## src/touch_seq_pkg.sv

```systemverilog
// constants, types and register map of the touch sequence monitor and control block
package touch_seq_pkg;
    // ----------------------------------------
    // clock and timing
    // ----------------------------------------
    localparam int CLK_HZ = 25_000_000;
    localparam int OSC_OFF_DELAY_NS = 20_000;
    localparam int OSC_OFF_CYCLES_INT = (OSC_OFF_DELAY_NS * (CLK_HZ / 1_000_000)) / 1000;
    localparam logic [8:0] OSC_OFF_CYCLES = 9'(OSC_OFF_CYCLES_INT);

    // ----------------------------------------
    // register addresses
    // ----------------------------------------
    localparam logic [6:0] ADDR_SYS_RESET = 7'h00;
    localparam logic [6:0] ADDR_SEQ_CTRL = 7'h02;
    localparam logic [6:0] ADDR_FILTER = 7'h03;
    localparam logic [6:0] ADDR_CAL_CTRL = 7'h0c;
    localparam logic [6:0] ADDR_STATUS = 7'h10;
    localparam logic [6:0] ADDR_DATA_FIRST = 7'h11;
    localparam logic [6:0] ADDR_DATA_LAST = 7'h18;
    localparam logic [6:0] ADDR_PRESS_HIGH = 7'h19;
    localparam logic [6:0] ADDR_PRESS_LOW = 7'h1a;
    localparam logic [6:0] ADDR_X_INIT_HIGH = 7'h20;
    localparam logic [6:0] ADDR_X_INIT_LOW = 7'h21;
    localparam logic [6:0] ADDR_Y_INIT_HIGH = 7'h22;
    localparam logic [6:0] ADDR_Y_INIT_LOW = 7'h23;
    localparam logic [6:0] ADDR_MONITOR = 7'h24;

    // ----------------------------------------
    // field positions and reset values
    // ----------------------------------------
    localparam int HDR_READ_BIT = 7;
    localparam int SEQ_MODE_LSB = 4;
    localparam int INTERVAL_LSB = 0;
    localparam int FILTER_LSB = 0;
    localparam int SLEEP_LSB = 4;
    localparam int CAL_UPDATE_BIT = 7;
    localparam int STAT_TOUCH_BIT = 6;
    localparam int STAT_DVAL_BIT = 1;
    localparam int STAT_BUSY_BIT = 0;
    localparam logic [7:0] SEQ_CTRL_RESET = 8'h00;
    localparam logic [7:0] FILTER_RESET = 8'h00;
    localparam logic [7:0] CAL_CTRL_RESET = 8'hc0;
    localparam logic [11:0] INIT_CAL_RESET = 12'h800;
    localparam logic [2:0] FILTER_MAX_SHIFT = 3'h4;

    // ----------------------------------------
    // sequence mode codes and sleep codes
    // ----------------------------------------
    localparam logic [3:0] MODE_DUAL_INIT = 4'h8;
    localparam logic [3:0] MODE_DUAL_CAL = 4'h9;
    localparam logic [3:0] MODE_DUAL_TOUCH = 4'ha;
    localparam logic [1:0] SLEEP_NORMAL = 2'h0;
    localparam logic [1:0] SLEEP_HIGH = 2'h1;
    localparam logic [1:0] SLEEP_FLOAT = 2'h2;

    // ----------------------------------------
    // types
    // ----------------------------------------
    typedef enum logic [3:0] {
        ST_IDLE = 4'b0001,
        ST_CONV = 4'b0010,
        ST_AVG = 4'b0100,
        ST_HOLD = 4'b1000
    } seq_state_t;

    typedef struct packed {
        logic start;
        logic [2:0] channel;
    } conv_req_t;

    typedef struct packed {
        logic valid;
        logic [11:0] data;
    } conv_result_t;
endpackage

```

## src/touch_sequence_monitor_control.sv

```systemverilog
// sequence control, result registers and serial register port of the touch controller
`timescale 1ns/10ps
module touch_sequence_monitor_control (
    input wire logic sys_clk,
    input wire logic rst,
    input wire logic spi_sclk,
    input wire logic spi_csn,
    input wire logic spi_sdi,
    output logic spi_sdo,
    input wire logic touch_detect,
    output logic pen_irq_n_out,
    output logic pen_irq_oe,
    output logic osc_power_on,
    output logic analog_power_on,
    output touch_seq_pkg::conv_req_t conv_req,
    input touch_seq_pkg::conv_result_t conv_result
);
    import touch_seq_pkg::*;
    // ----------------------------------------
    // pin synchronisers
    // ----------------------------------------
    logic [3:0] sync1_reg;
    logic [3:0] sync2_reg;
    logic sclk_prev_reg, csn_prev_reg, sclk_s, csn_s, sdi_s, touch_s;
    always_ff @(posedge sys_clk or posedge rst) begin
        if (rst) begin
            sync1_reg <= 4'h2;
            sync2_reg <= 4'h2;
            sclk_prev_reg <= 1'b0;
            csn_prev_reg <= 1'b1;
        end else begin
            sync1_reg <= {touch_detect, spi_sdi, spi_csn, spi_sclk};
            sync2_reg <= sync1_reg;
            sclk_prev_reg <= sync2_reg[0];
            csn_prev_reg <= sync2_reg[1];
        end
    end
    assign sclk_s = sync2_reg[0];
    assign csn_s = sync2_reg[1];
    assign sdi_s = sync2_reg[2];
    assign touch_s = sync2_reg[3];
    // ----------------------------------------
    // serial framing
    // ----------------------------------------
    logic [2:0] bit_cnt_reg;
    logic [7:0] rx_shift_reg, tx_shift_reg, rx_next, rd_data;
    logic [6:0] addr_reg, load_addr;
    logic first_byte_reg, read_mode_reg, sclk_rise, sclk_fall, csn_rise, byte_done, hdr_done, wr_en, load_tx;
    assign sclk_rise = sclk_s & ~sclk_prev_reg;
    assign sclk_fall = ~sclk_s & sclk_prev_reg;
    assign csn_rise = csn_s & ~csn_prev_reg;
    assign rx_next = {rx_shift_reg[6:0], sdi_s};
    assign byte_done = ~csn_s & sclk_rise & (bit_cnt_reg == 3'h7);
    assign hdr_done = byte_done & first_byte_reg;
    assign wr_en = byte_done & ~first_byte_reg & ~read_mode_reg;
    assign load_tx = byte_done & (first_byte_reg ? rx_next[HDR_READ_BIT] : read_mode_reg);
    assign load_addr = first_byte_reg ? rx_next[6:0] : addr_reg;
    always_ff @(posedge sys_clk or posedge rst) begin
        if (rst) begin
            bit_cnt_reg <= 3'h0;
            rx_shift_reg <= 8'h00;
            first_byte_reg <= 1'b1;
            read_mode_reg <= 1'b0;
            addr_reg <= 7'h00;
        end else if (csn_s) begin
            bit_cnt_reg <= 3'h0;
            first_byte_reg <= 1'b1;
            read_mode_reg <= 1'b0;
        end else if (sclk_rise) begin
            rx_shift_reg <= rx_next;
            bit_cnt_reg <= bit_cnt_reg + 3'h1;
            if (hdr_done) begin
                first_byte_reg <= 1'b0;
                read_mode_reg <= rx_next[HDR_READ_BIT];
                addr_reg <= rx_next[HDR_READ_BIT] ? rx_next[6:0] + 7'h01 : rx_next[6:0];
            end else if (byte_done) begin
                addr_reg <= addr_reg + 7'h01;
            end
        end
    end

    always_ff @(posedge sys_clk or posedge rst) begin
        if (rst) begin
            tx_shift_reg <= 8'h00;
            spi_sdo <= 1'b0;
        end else begin
            if (load_tx) begin
                tx_shift_reg <= rd_data;
            end else if (sclk_fall & read_mode_reg & ~csn_s & (bit_cnt_reg != 3'h0)) begin
                tx_shift_reg <= {tx_shift_reg[6:0], 1'b0};
            end
            spi_sdo <= read_mode_reg & ~csn_s & tx_shift_reg[7];
        end
    end
    // ----------------------------------------
    // control registers
    // ----------------------------------------
    logic [7:0] seq_ctrl_reg, filter_reg, cal_ctrl_reg;
    logic soft_reset, seq_start;
    seq_state_t state_reg;
    assign soft_reset = wr_en & (addr_reg == ADDR_SYS_RESET);
    assign seq_start = wr_en & (addr_reg == ADDR_SEQ_CTRL) & (state_reg == ST_IDLE || state_reg == ST_HOLD);
    always_ff @(posedge sys_clk or posedge rst) begin
        if (rst) begin
            seq_ctrl_reg <= SEQ_CTRL_RESET;
            filter_reg <= FILTER_RESET;
            cal_ctrl_reg <= CAL_CTRL_RESET;
        end else if (soft_reset) begin
            seq_ctrl_reg <= SEQ_CTRL_RESET;
            filter_reg <= FILTER_RESET;
            cal_ctrl_reg <= CAL_CTRL_RESET;
        end else if (wr_en) begin
            case (addr_reg)
                ADDR_SEQ_CTRL: seq_ctrl_reg <= rx_next;
                ADDR_FILTER: filter_reg <= rx_next;
                ADDR_CAL_CTRL: cal_ctrl_reg <= rx_next;
                default: ;
            endcase
        end
    end
    // ----------------------------------------
    // sequence engine
    // ----------------------------------------
    logic [3:0] run_mode_reg;
    logic [2:0] chan_reg, shift;
    logic [4:0] samp_cnt_reg;
    logic [16:0] sum_reg, trimmed;
    logic [11:0] min_reg, max_reg, avg;
    logic [8:0] timer_reg;
    function automatic logic [2:0] filter_shift(input logic [2:0] code);
        filter_shift = (code > FILTER_MAX_SHIFT) ? FILTER_MAX_SHIFT : code;
    endfunction
    function automatic logic [4:0] sample_count(input logic [2:0] sh);
        sample_count = 5'((5'h01 << sh) + 5'h02);
    endfunction
    function automatic logic [2:0] channel_count(input logic [3:0] mode);
        if (mode == MODE_DUAL_INIT || mode == MODE_DUAL_CAL) begin
            channel_count = 3'h2;
        end else if (mode == MODE_DUAL_TOUCH) begin
            channel_count = 3'h5;
        end else begin
            channel_count = 3'h4;
        end
    endfunction
    assign shift = filter_shift(filter_reg[FILTER_LSB +: 3]);
    assign trimmed = sum_reg - {5'h00, min_reg} - {5'h00, max_reg};
    assign avg = 12'(trimmed >> shift);
    always_ff @(posedge sys_clk or posedge rst) begin
        if (rst) begin
            state_reg <= ST_IDLE;
            run_mode_reg <= 4'h0;
            chan_reg <= 3'h0;
            samp_cnt_reg <= 5'h00;
            sum_reg <= 17'h00000;
            min_reg <= 12'hfff;
            max_reg <= 12'h000;
            timer_reg <= 9'h000;
            conv_req <= '0;
        end else if (soft_reset) begin
            state_reg <= ST_IDLE;
            conv_req <= '0;
        end else begin
            conv_req.start <= 1'b0;
            case (state_reg)
                ST_IDLE, ST_HOLD: begin
                    timer_reg <= timer_reg + 9'h001;
                    if (state_reg == ST_HOLD && timer_reg == OSC_OFF_CYCLES - 9'h001) begin
                        state_reg <= ST_IDLE;
                    end
                    if (seq_start) begin
                        state_reg <= ST_CONV;
                        run_mode_reg <= rx_next[SEQ_MODE_LSB +: 4];
                        chan_reg <= 3'h0;
                        samp_cnt_reg <= 5'h00;
                        sum_reg <= 17'h00000;
                        min_reg <= 12'hfff;
                        max_reg <= 12'h000;
                        conv_req <= '{start: 1'b1, channel: 3'h0};
                    end
                end
                ST_CONV: begin
                    if (conv_result.valid) begin
                        sum_reg <= sum_reg + {5'h00, conv_result.data};
                        if (conv_result.data < min_reg) min_reg <= conv_result.data;
                        if (conv_result.data > max_reg) max_reg <= conv_result.data;
                        samp_cnt_reg <= samp_cnt_reg + 5'h01;
                        if (samp_cnt_reg + 5'h01 == sample_count(shift)) begin
                            state_reg <= ST_AVG;
                        end else begin
                            conv_req <= '{start: 1'b1, channel: chan_reg};
                        end
                    end
                end
                ST_AVG: begin
                    if (chan_reg + 3'h1 == channel_count(run_mode_reg)) begin
                        state_reg <= ST_HOLD;
                        timer_reg <= 9'h000;
                    end else begin
                        state_reg <= ST_CONV;
                        chan_reg <= chan_reg + 3'h1;
                        samp_cnt_reg <= 5'h00;
                        sum_reg <= 17'h00000;
                        min_reg <= 12'hfff;
                        max_reg <= 12'h000;
                        conv_req <= '{start: 1'b1, channel: chan_reg + 3'h1};
                    end
                end
                default: state_reg <= ST_IDLE;
            endcase
        end
    end
    // ----------------------------------------
    // result and calibration registers
    // ----------------------------------------
    logic [11:0] data_reg [4];
    logic [9:0] pressure_reg;
    logic [7:0] monitor_reg;
    logic [11:0] x_init_reg, y_init_reg;
    logic dval_reg, touch_at_start_reg, clear_pend_reg, store_en, is_init_mode, init_allowed, last_read, seq_done;
    assign store_en = (state_reg == ST_AVG);
    assign seq_done = store_en & (chan_reg + 3'h1 == channel_count(run_mode_reg));
    assign is_init_mode = (run_mode_reg == MODE_DUAL_INIT) || (run_mode_reg == MODE_DUAL_CAL);
    assign init_allowed = (run_mode_reg == MODE_DUAL_INIT) || cal_ctrl_reg[CAL_UPDATE_BIT];
    assign last_read = load_tx & (load_addr == ((run_mode_reg == MODE_DUAL_TOUCH) ? ADDR_PRESS_LOW : ADDR_DATA_LAST));
    always_ff @(posedge sys_clk or posedge rst) begin
        if (rst) begin
            for (int i = 0; i < 4; i++) data_reg[i] <= 12'h000;
            pressure_reg <= 10'h000;
            monitor_reg <= 8'h00;
            x_init_reg <= INIT_CAL_RESET;
            y_init_reg <= INIT_CAL_RESET;
            dval_reg <= 1'b0;
            touch_at_start_reg <= 1'b0;
            clear_pend_reg <= 1'b0;
        end else if (soft_reset) begin
            for (int i = 0; i < 4; i++) data_reg[i] <= 12'h000;
            pressure_reg <= 10'h000;
            monitor_reg <= 8'h00;
            x_init_reg <= INIT_CAL_RESET;
            y_init_reg <= INIT_CAL_RESET;
            dval_reg <= 1'b0;
            clear_pend_reg <= 1'b0;
        end else begin
            if (last_read) clear_pend_reg <= 1'b1;
            if (csn_rise && clear_pend_reg) begin
                for (int i = 0; i < 4; i++) data_reg[i] <= 12'h000;
                pressure_reg <= 10'h000;
                dval_reg <= 1'b0;
                clear_pend_reg <= 1'b0;
            end
            if (seq_start) begin
                dval_reg <= 1'b0;
                touch_at_start_reg <= touch_s;
            end
            if (wr_en) begin
                case (addr_reg)
                    ADDR_X_INIT_HIGH: x_init_reg[11:4] <= rx_next;
                    ADDR_X_INIT_LOW: x_init_reg[3:0] <= rx_next[7:4];
                    ADDR_Y_INIT_HIGH: y_init_reg[11:4] <= rx_next;
                    ADDR_Y_INIT_LOW: y_init_reg[3:0] <= rx_next[7:4];
                    default: ;
                endcase
            end
            if (store_en && is_init_mode && init_allowed) begin
                if (chan_reg == 3'h0) x_init_reg <= avg;
                else y_init_reg <= avg;
            end else if (store_en && !is_init_mode) begin
                if (chan_reg == 3'h4) pressure_reg <= avg[11:2];
                else data_reg[chan_reg[1:0]] <= avg;
                if (run_mode_reg == MODE_DUAL_TOUCH && chan_reg == 3'h2) monitor_reg <= avg[11:4];
            end
            if (seq_done) dval_reg <= 1'b1;
        end
    end

    // ----------------------------------------
    // register read mux
    // ----------------------------------------
    always_comb begin
        rd_data = 8'h00;
        case (load_addr)
            ADDR_SEQ_CTRL: rd_data = seq_ctrl_reg;
            ADDR_FILTER: rd_data = filter_reg;
            ADDR_CAL_CTRL: rd_data = cal_ctrl_reg;
            ADDR_STATUS: begin
                rd_data[STAT_TOUCH_BIT] = touch_at_start_reg;
                rd_data[STAT_DVAL_BIT] = dval_reg;
                rd_data[STAT_BUSY_BIT] = (state_reg == ST_CONV) || (state_reg == ST_AVG);
            end
            ADDR_PRESS_HIGH: rd_data = {2'h0, pressure_reg[9:4]};
            ADDR_PRESS_LOW: rd_data = {pressure_reg[3:0], 4'h0};
            ADDR_X_INIT_HIGH: rd_data = x_init_reg[11:4];
            ADDR_X_INIT_LOW: rd_data = {x_init_reg[3:0], 4'h0};
            ADDR_Y_INIT_HIGH: rd_data = y_init_reg[11:4];
            ADDR_Y_INIT_LOW: rd_data = {y_init_reg[3:0], 4'h0};
            ADDR_MONITOR: rd_data = monitor_reg;
            default: begin
                if (load_addr >= ADDR_DATA_FIRST && load_addr <= ADDR_DATA_LAST) begin
                    if (load_addr[0]) rd_data = data_reg[2'(3'(load_addr - ADDR_DATA_FIRST) >> 1)][11:4];
                    else rd_data = {data_reg[2'(3'(load_addr - ADDR_DATA_FIRST) >> 1)][3:0], 4'h0};
                end
            end
        endcase
    end

    // ----------------------------------------
    // pen pin and power control
    // ----------------------------------------
    always_ff @(posedge sys_clk or posedge rst) begin
        if (rst) begin
            pen_irq_n_out <= 1'b1;
            pen_irq_oe <= 1'b1;
            osc_power_on <= 1'b0;
            analog_power_on <= 1'b0;
        end else begin
            osc_power_on <= (state_reg != ST_IDLE);
            analog_power_on <= (state_reg == ST_CONV) || (state_reg == ST_AVG);
            if (state_reg == ST_CONV || state_reg == ST_AVG) begin
                pen_irq_n_out <= 1'b0;
                pen_irq_oe <= 1'b1;
            end else if (state_reg == ST_HOLD) begin
                pen_irq_n_out <= 1'b1;
                pen_irq_oe <= 1'b1;
            end else begin
                case (filter_reg[SLEEP_LSB +: 2])
                    SLEEP_NORMAL: begin
                        pen_irq_n_out <= ~touch_s;
                        pen_irq_oe <= 1'b1;
                    end
                    SLEEP_FLOAT: begin
                        pen_irq_n_out <= 1'b1;
                        pen_irq_oe <= 1'b0;
                    end
                    default: begin
                        pen_irq_n_out <= 1'b1;
                        pen_irq_oe <= 1'b1;
                    end
                endcase
            end
        end
    end
endmodule
```

## config.mk

```make
export PLATFORM = sky130hd
export DESIGN_NAME = touch_sequence_monitor_control
export DESIGN_NICKNAME = d
export VERILOG_FILES = /design/src/touch_seq_pkg.sv /design/src/touch_sequence_monitor_control.sv
export SDC_FILE = /design/constraint.sdc
export NUM_CORES = 1
export LEC_CHECK = 0
export BUFFER_PORTS_ARGS = -buffer_cell sky130_fd_sc_hd__buf_2
export CORE_UTILIZATION = 60
export DETAILED_ROUTE_END_ITERATION = 6
export PLACE_DENSITY = 0.77
export SLEW_MARGIN = 10
export SYNTH_ARGS = -nofsm -noshare
export SYNTH_HDL_FRONTEND = slang
export SYNTH_SLANG_ARGS = --single-unit
```

## constraint.sdc

```tcl
create_clock -name sys_clk -period 20.4 [get_ports sys_clk]
set_input_delay 4.08 -clock sys_clk [delete_from_list [all_inputs] [get_ports sys_clk]]
set_output_delay 4.08 -clock sys_clk [all_outputs]
set_load 0.1 [all_outputs]
```

==> impl_metrics.tcl <==
set metrics [dict create \
    rr_worst_depth 12 \
    rsz0062_at_grt "no" \
    grt_max_degree 114 \
    yosysSeqAreaShare_pct 41.9 \
    synthMuxAreaShare_pct 7.06 \
    place_congestion 0.954 \
    cp_cell_sequence "buf_2 -> ha_1 -> a21o_1 -> a21o_1 -> a21oi_1 -> o221ai_1 -> o21a_1 -> a21oi_1 -> a22o_1" \
    clock_latency_ns 0.54 \
    ctsResizeCount 0 \
    p_per_area_nw_per_um2 177 \
    wl_um 36900 \
    portBuffers 27 \
    arrival_ns 6.47 \
    syn-cell-area_um2 13700 \
    clkSinkCount 228 \
    hpwl_um 25800 \
    required_ns 20.87 \
    hold_path_class "flop to flop" \
    synth-adder-area-share_pct 8.22 \
    cts_buffers 26 \
    fin_crit_sh_pct 29.4 \
    grt_pass1_wl_um 60200 \
    slowest_delay_ns 0.81 \
    worst-path-stages 9 \
    slew_headroom_pct 21.2 \
    slew_violations 0 \
    cts_setup_buffers 0 \
    synthesis.nets 1518 \
    fill_cells 1735 \
    dr.first_iter.drc_count 1196 \
    ys.flop_type "dfrtp_1" \
    row_count 54 \
    layout-drive-gt1-share_pct 12.3 \
    antenna_left 0 \
    syn_inst 1417 \
    p_leak_nw 6.91 \
    finalWorstSetupSlack_ns 14.40 \
    critPathBufInv 1 \
    synth_edf_count 0 \
    async_flop_share_pct 100 \
    multi_input_area_um2 7460 \
    grt_pass1_vias 10942 \
    setup_viol 0 \
    cp_top_family "compound AO/OA/AOI/OAI gates" \
    fmax_mhz 167 \
    cap_violations 0 \
    holdBufCountCts 0 \
    yosys_warnings 0 \
    min_period_ns 6.00 \
    grt_antenna_before_repair 0 \
    root_buffer "clkbuf_16" \
    ys_ff_latch 228 \
    status "completed" \
    grt_overflow 0 \
    synth_top_family_by_area "compound AO/OA/AOI/OAI gates" \
    finClkSkew_ns 0.00996 \
    track_usage_pct 32.5 \
    avgSynthCellArea_um2 9.65 \
    wl_per_cell_um 21.5 \
    fp.dieW_um 153 \
    register_area_um2 5730 \
    vdd_drop_max_mv 0.203 \
    drc 0 \
    nNetsFinal 1517 \
    place_inst 1668 \
    htree_levels 1 \
    path_class "input port to flop" \
    finalHoldViolations 0 \
    endpoint_kind "flop" \
    initial_core_util_pct 61.9 \
    fp.dieH_um 153 \
    largest_reg_flops 48 \
    clk_pin_slew_worst_paths_ns 0.06 \
    drtPass1Iterations 5 \
    holdPathStages 0 \
    dr_total_vias 11334 \
    cp_max_fo 12 \
    die-area_um2 23400 \
    cp_slowest_cell "a21oi_1" \
    finalPower_mw 2.65 \
    syn_to_final_growth_pct 9.54 \
    yosysUniqueCellTypes 84 \
    clockBufferDepth 3 \
    io_pins 28 \
    tns_ns 0 \
    synth_compound_area_share_pct 21.3 \
    fin_cells 1716 \
    place_ws_ns 13.91 \
    cts_tree "built" \
    final_core_util_pct 67.8 \
    routed_via_density 6.60 \
    synthXorXnorAreaFrac_pct 2.43 \
    yosys.area_share.simple_pct 15.5 \
    start_kind "input port" \
    tightest_slew_ns 1.18 \
    n_antenna_cell 0 \
    core_um2 22100 \
]
-- placed cells by master (no fill, tap or decap), drive strengths merged, types with 8 or more instances in the layout --
cell type  instances
dfrtp            205
nand2            149
o21ai            132
a21oi             95
nor2              91
ha                69
inv               55
a22o              43
buf               42
nand3             40
mux2i             38
clkbuf            32
mux2              28
dfstp             23
xnor2             20
nand4             20
a211oi            20
xor2              18
a21o              17
nor3              16
o31ai             16
and2              15
and3              14
nor2b             14
nand2b            14
a22oi             13
o21a              13
fa                13
mux4              12
o32a              12
a221oi            12
o211ai            11
or3               10
or2                8
-- cells by family after synthesis --
group	count (synthesis)
flip-flops	228
buffers and inverters	125
AO/OA/AOI/OAI	439
adder cells (fa/ha/maj)	82
XOR/XNOR	38
multiplexers	78
AND/OR/NAND/NOR	427
-- worst reg2reg max path: stages, from the launching register on --
cell	delay [ns]
dfstp_2	0.55
inv_1	0.06
fa_1	0.56
inv_1	0.06
ha_1	0.20
o211ai_1	0.24
a21boi_1	0.18
nor2_1	0.33
o21ai_1	0.17
xor2_1	0.21
mux4_2	0.46
mux2i_1	0.86
o21ai_0	0.24
-- metrics by stage --
step	hold WS (ns)	cell area, µm²
floorplan	0.331	13700
global placement	0.334	14000
detailed placement	0.341	14000
CTS	0.359	15000
global route	0.355	15000
finish	0.353	15000
-- layout make-up --
cell class	count	share of cell area (%)
inverters	54	1.40
well taps	280	2.34
clock inverters	16	1.69
flip-flops and latches	228	38.3
repair buffers	42	1.65
multi-input cells	1064	49.8
clock buffers	32	4.84
-- where the power goes --
group	switching, mW	internal, mW
registers	0.0765	0.521
clock network	0.202	0.330
logic	0.983	0.539
-- cell usage after synthesis (all sizes together) (5+ instances only) --
library cell,n,area [µm²]
a22o,43,377
a21boi,6,45.1
and2,15,93.8
o32a,12,120
buf,15,73.8
nor3b,7,52.6
nand2b,14,87.6
or2,8,50.1
o211ai,11,87.6
xor2,18,158
nand3,40,213
mux2,28,315
nand4,20,125
a211oi,20,150
a22oi,13,97.6
a21o,17,128
dfstp,23,604
ha,69,863
a31oi,5,31.3
nor4,6,52.6
or3,10,62.6
a222oi,6,60.1
nand3b,7,52.6
o21a,13,97.6
mux4,12,270
inv,53,199
nor3,16,80.1
nor2b,14,87.6
a21oi,95,475
o31ai,16,120
xnor2,20,175
mux2i,38,380
and3,14,87.6
o21ai,132,661
fa,13,260
nand2,149,559
clkbuf,56,210
nor2,91,360
dfrtp,205,5130
a221oi,12,118
-- final timing paths --
| check | to | slack, ns | from |
|---|---|---|---|
| worst max-delay path | max_reg[1] | 14.40 | conv_result[9] |
| worst min-delay path | sync2_reg[0] | 0.35 | sync1_reg[0] |
| worst max register to register | data_reg[44] | 16.13 | min_reg[0] |
| worst min register to register | sync2_reg[0] | 0.35 | sync1_reg[0] |
| max in group asynchronous | timer_reg[5] | 14.65 | rst |
| min in group asynchronous | sync1_reg[0] | 3.69 | rst |
-- layer usage --
metal | wire length (µm) | track usage, % | part of all wire [%] | up-vias
met5 | 0 | 0 | 0 | -
met4 | 1200 | 10.8 | 3.2 | 0
met3 | 3140 | 5.67 | 8.5 | 78
met2 | 16700 | 50.2 | 45 | 480
met1 | 15900 | 46.7 | 43 | 5577
li1 | - | - | - | 5199
No activity file was read; power rests on OpenSTA's default activity.
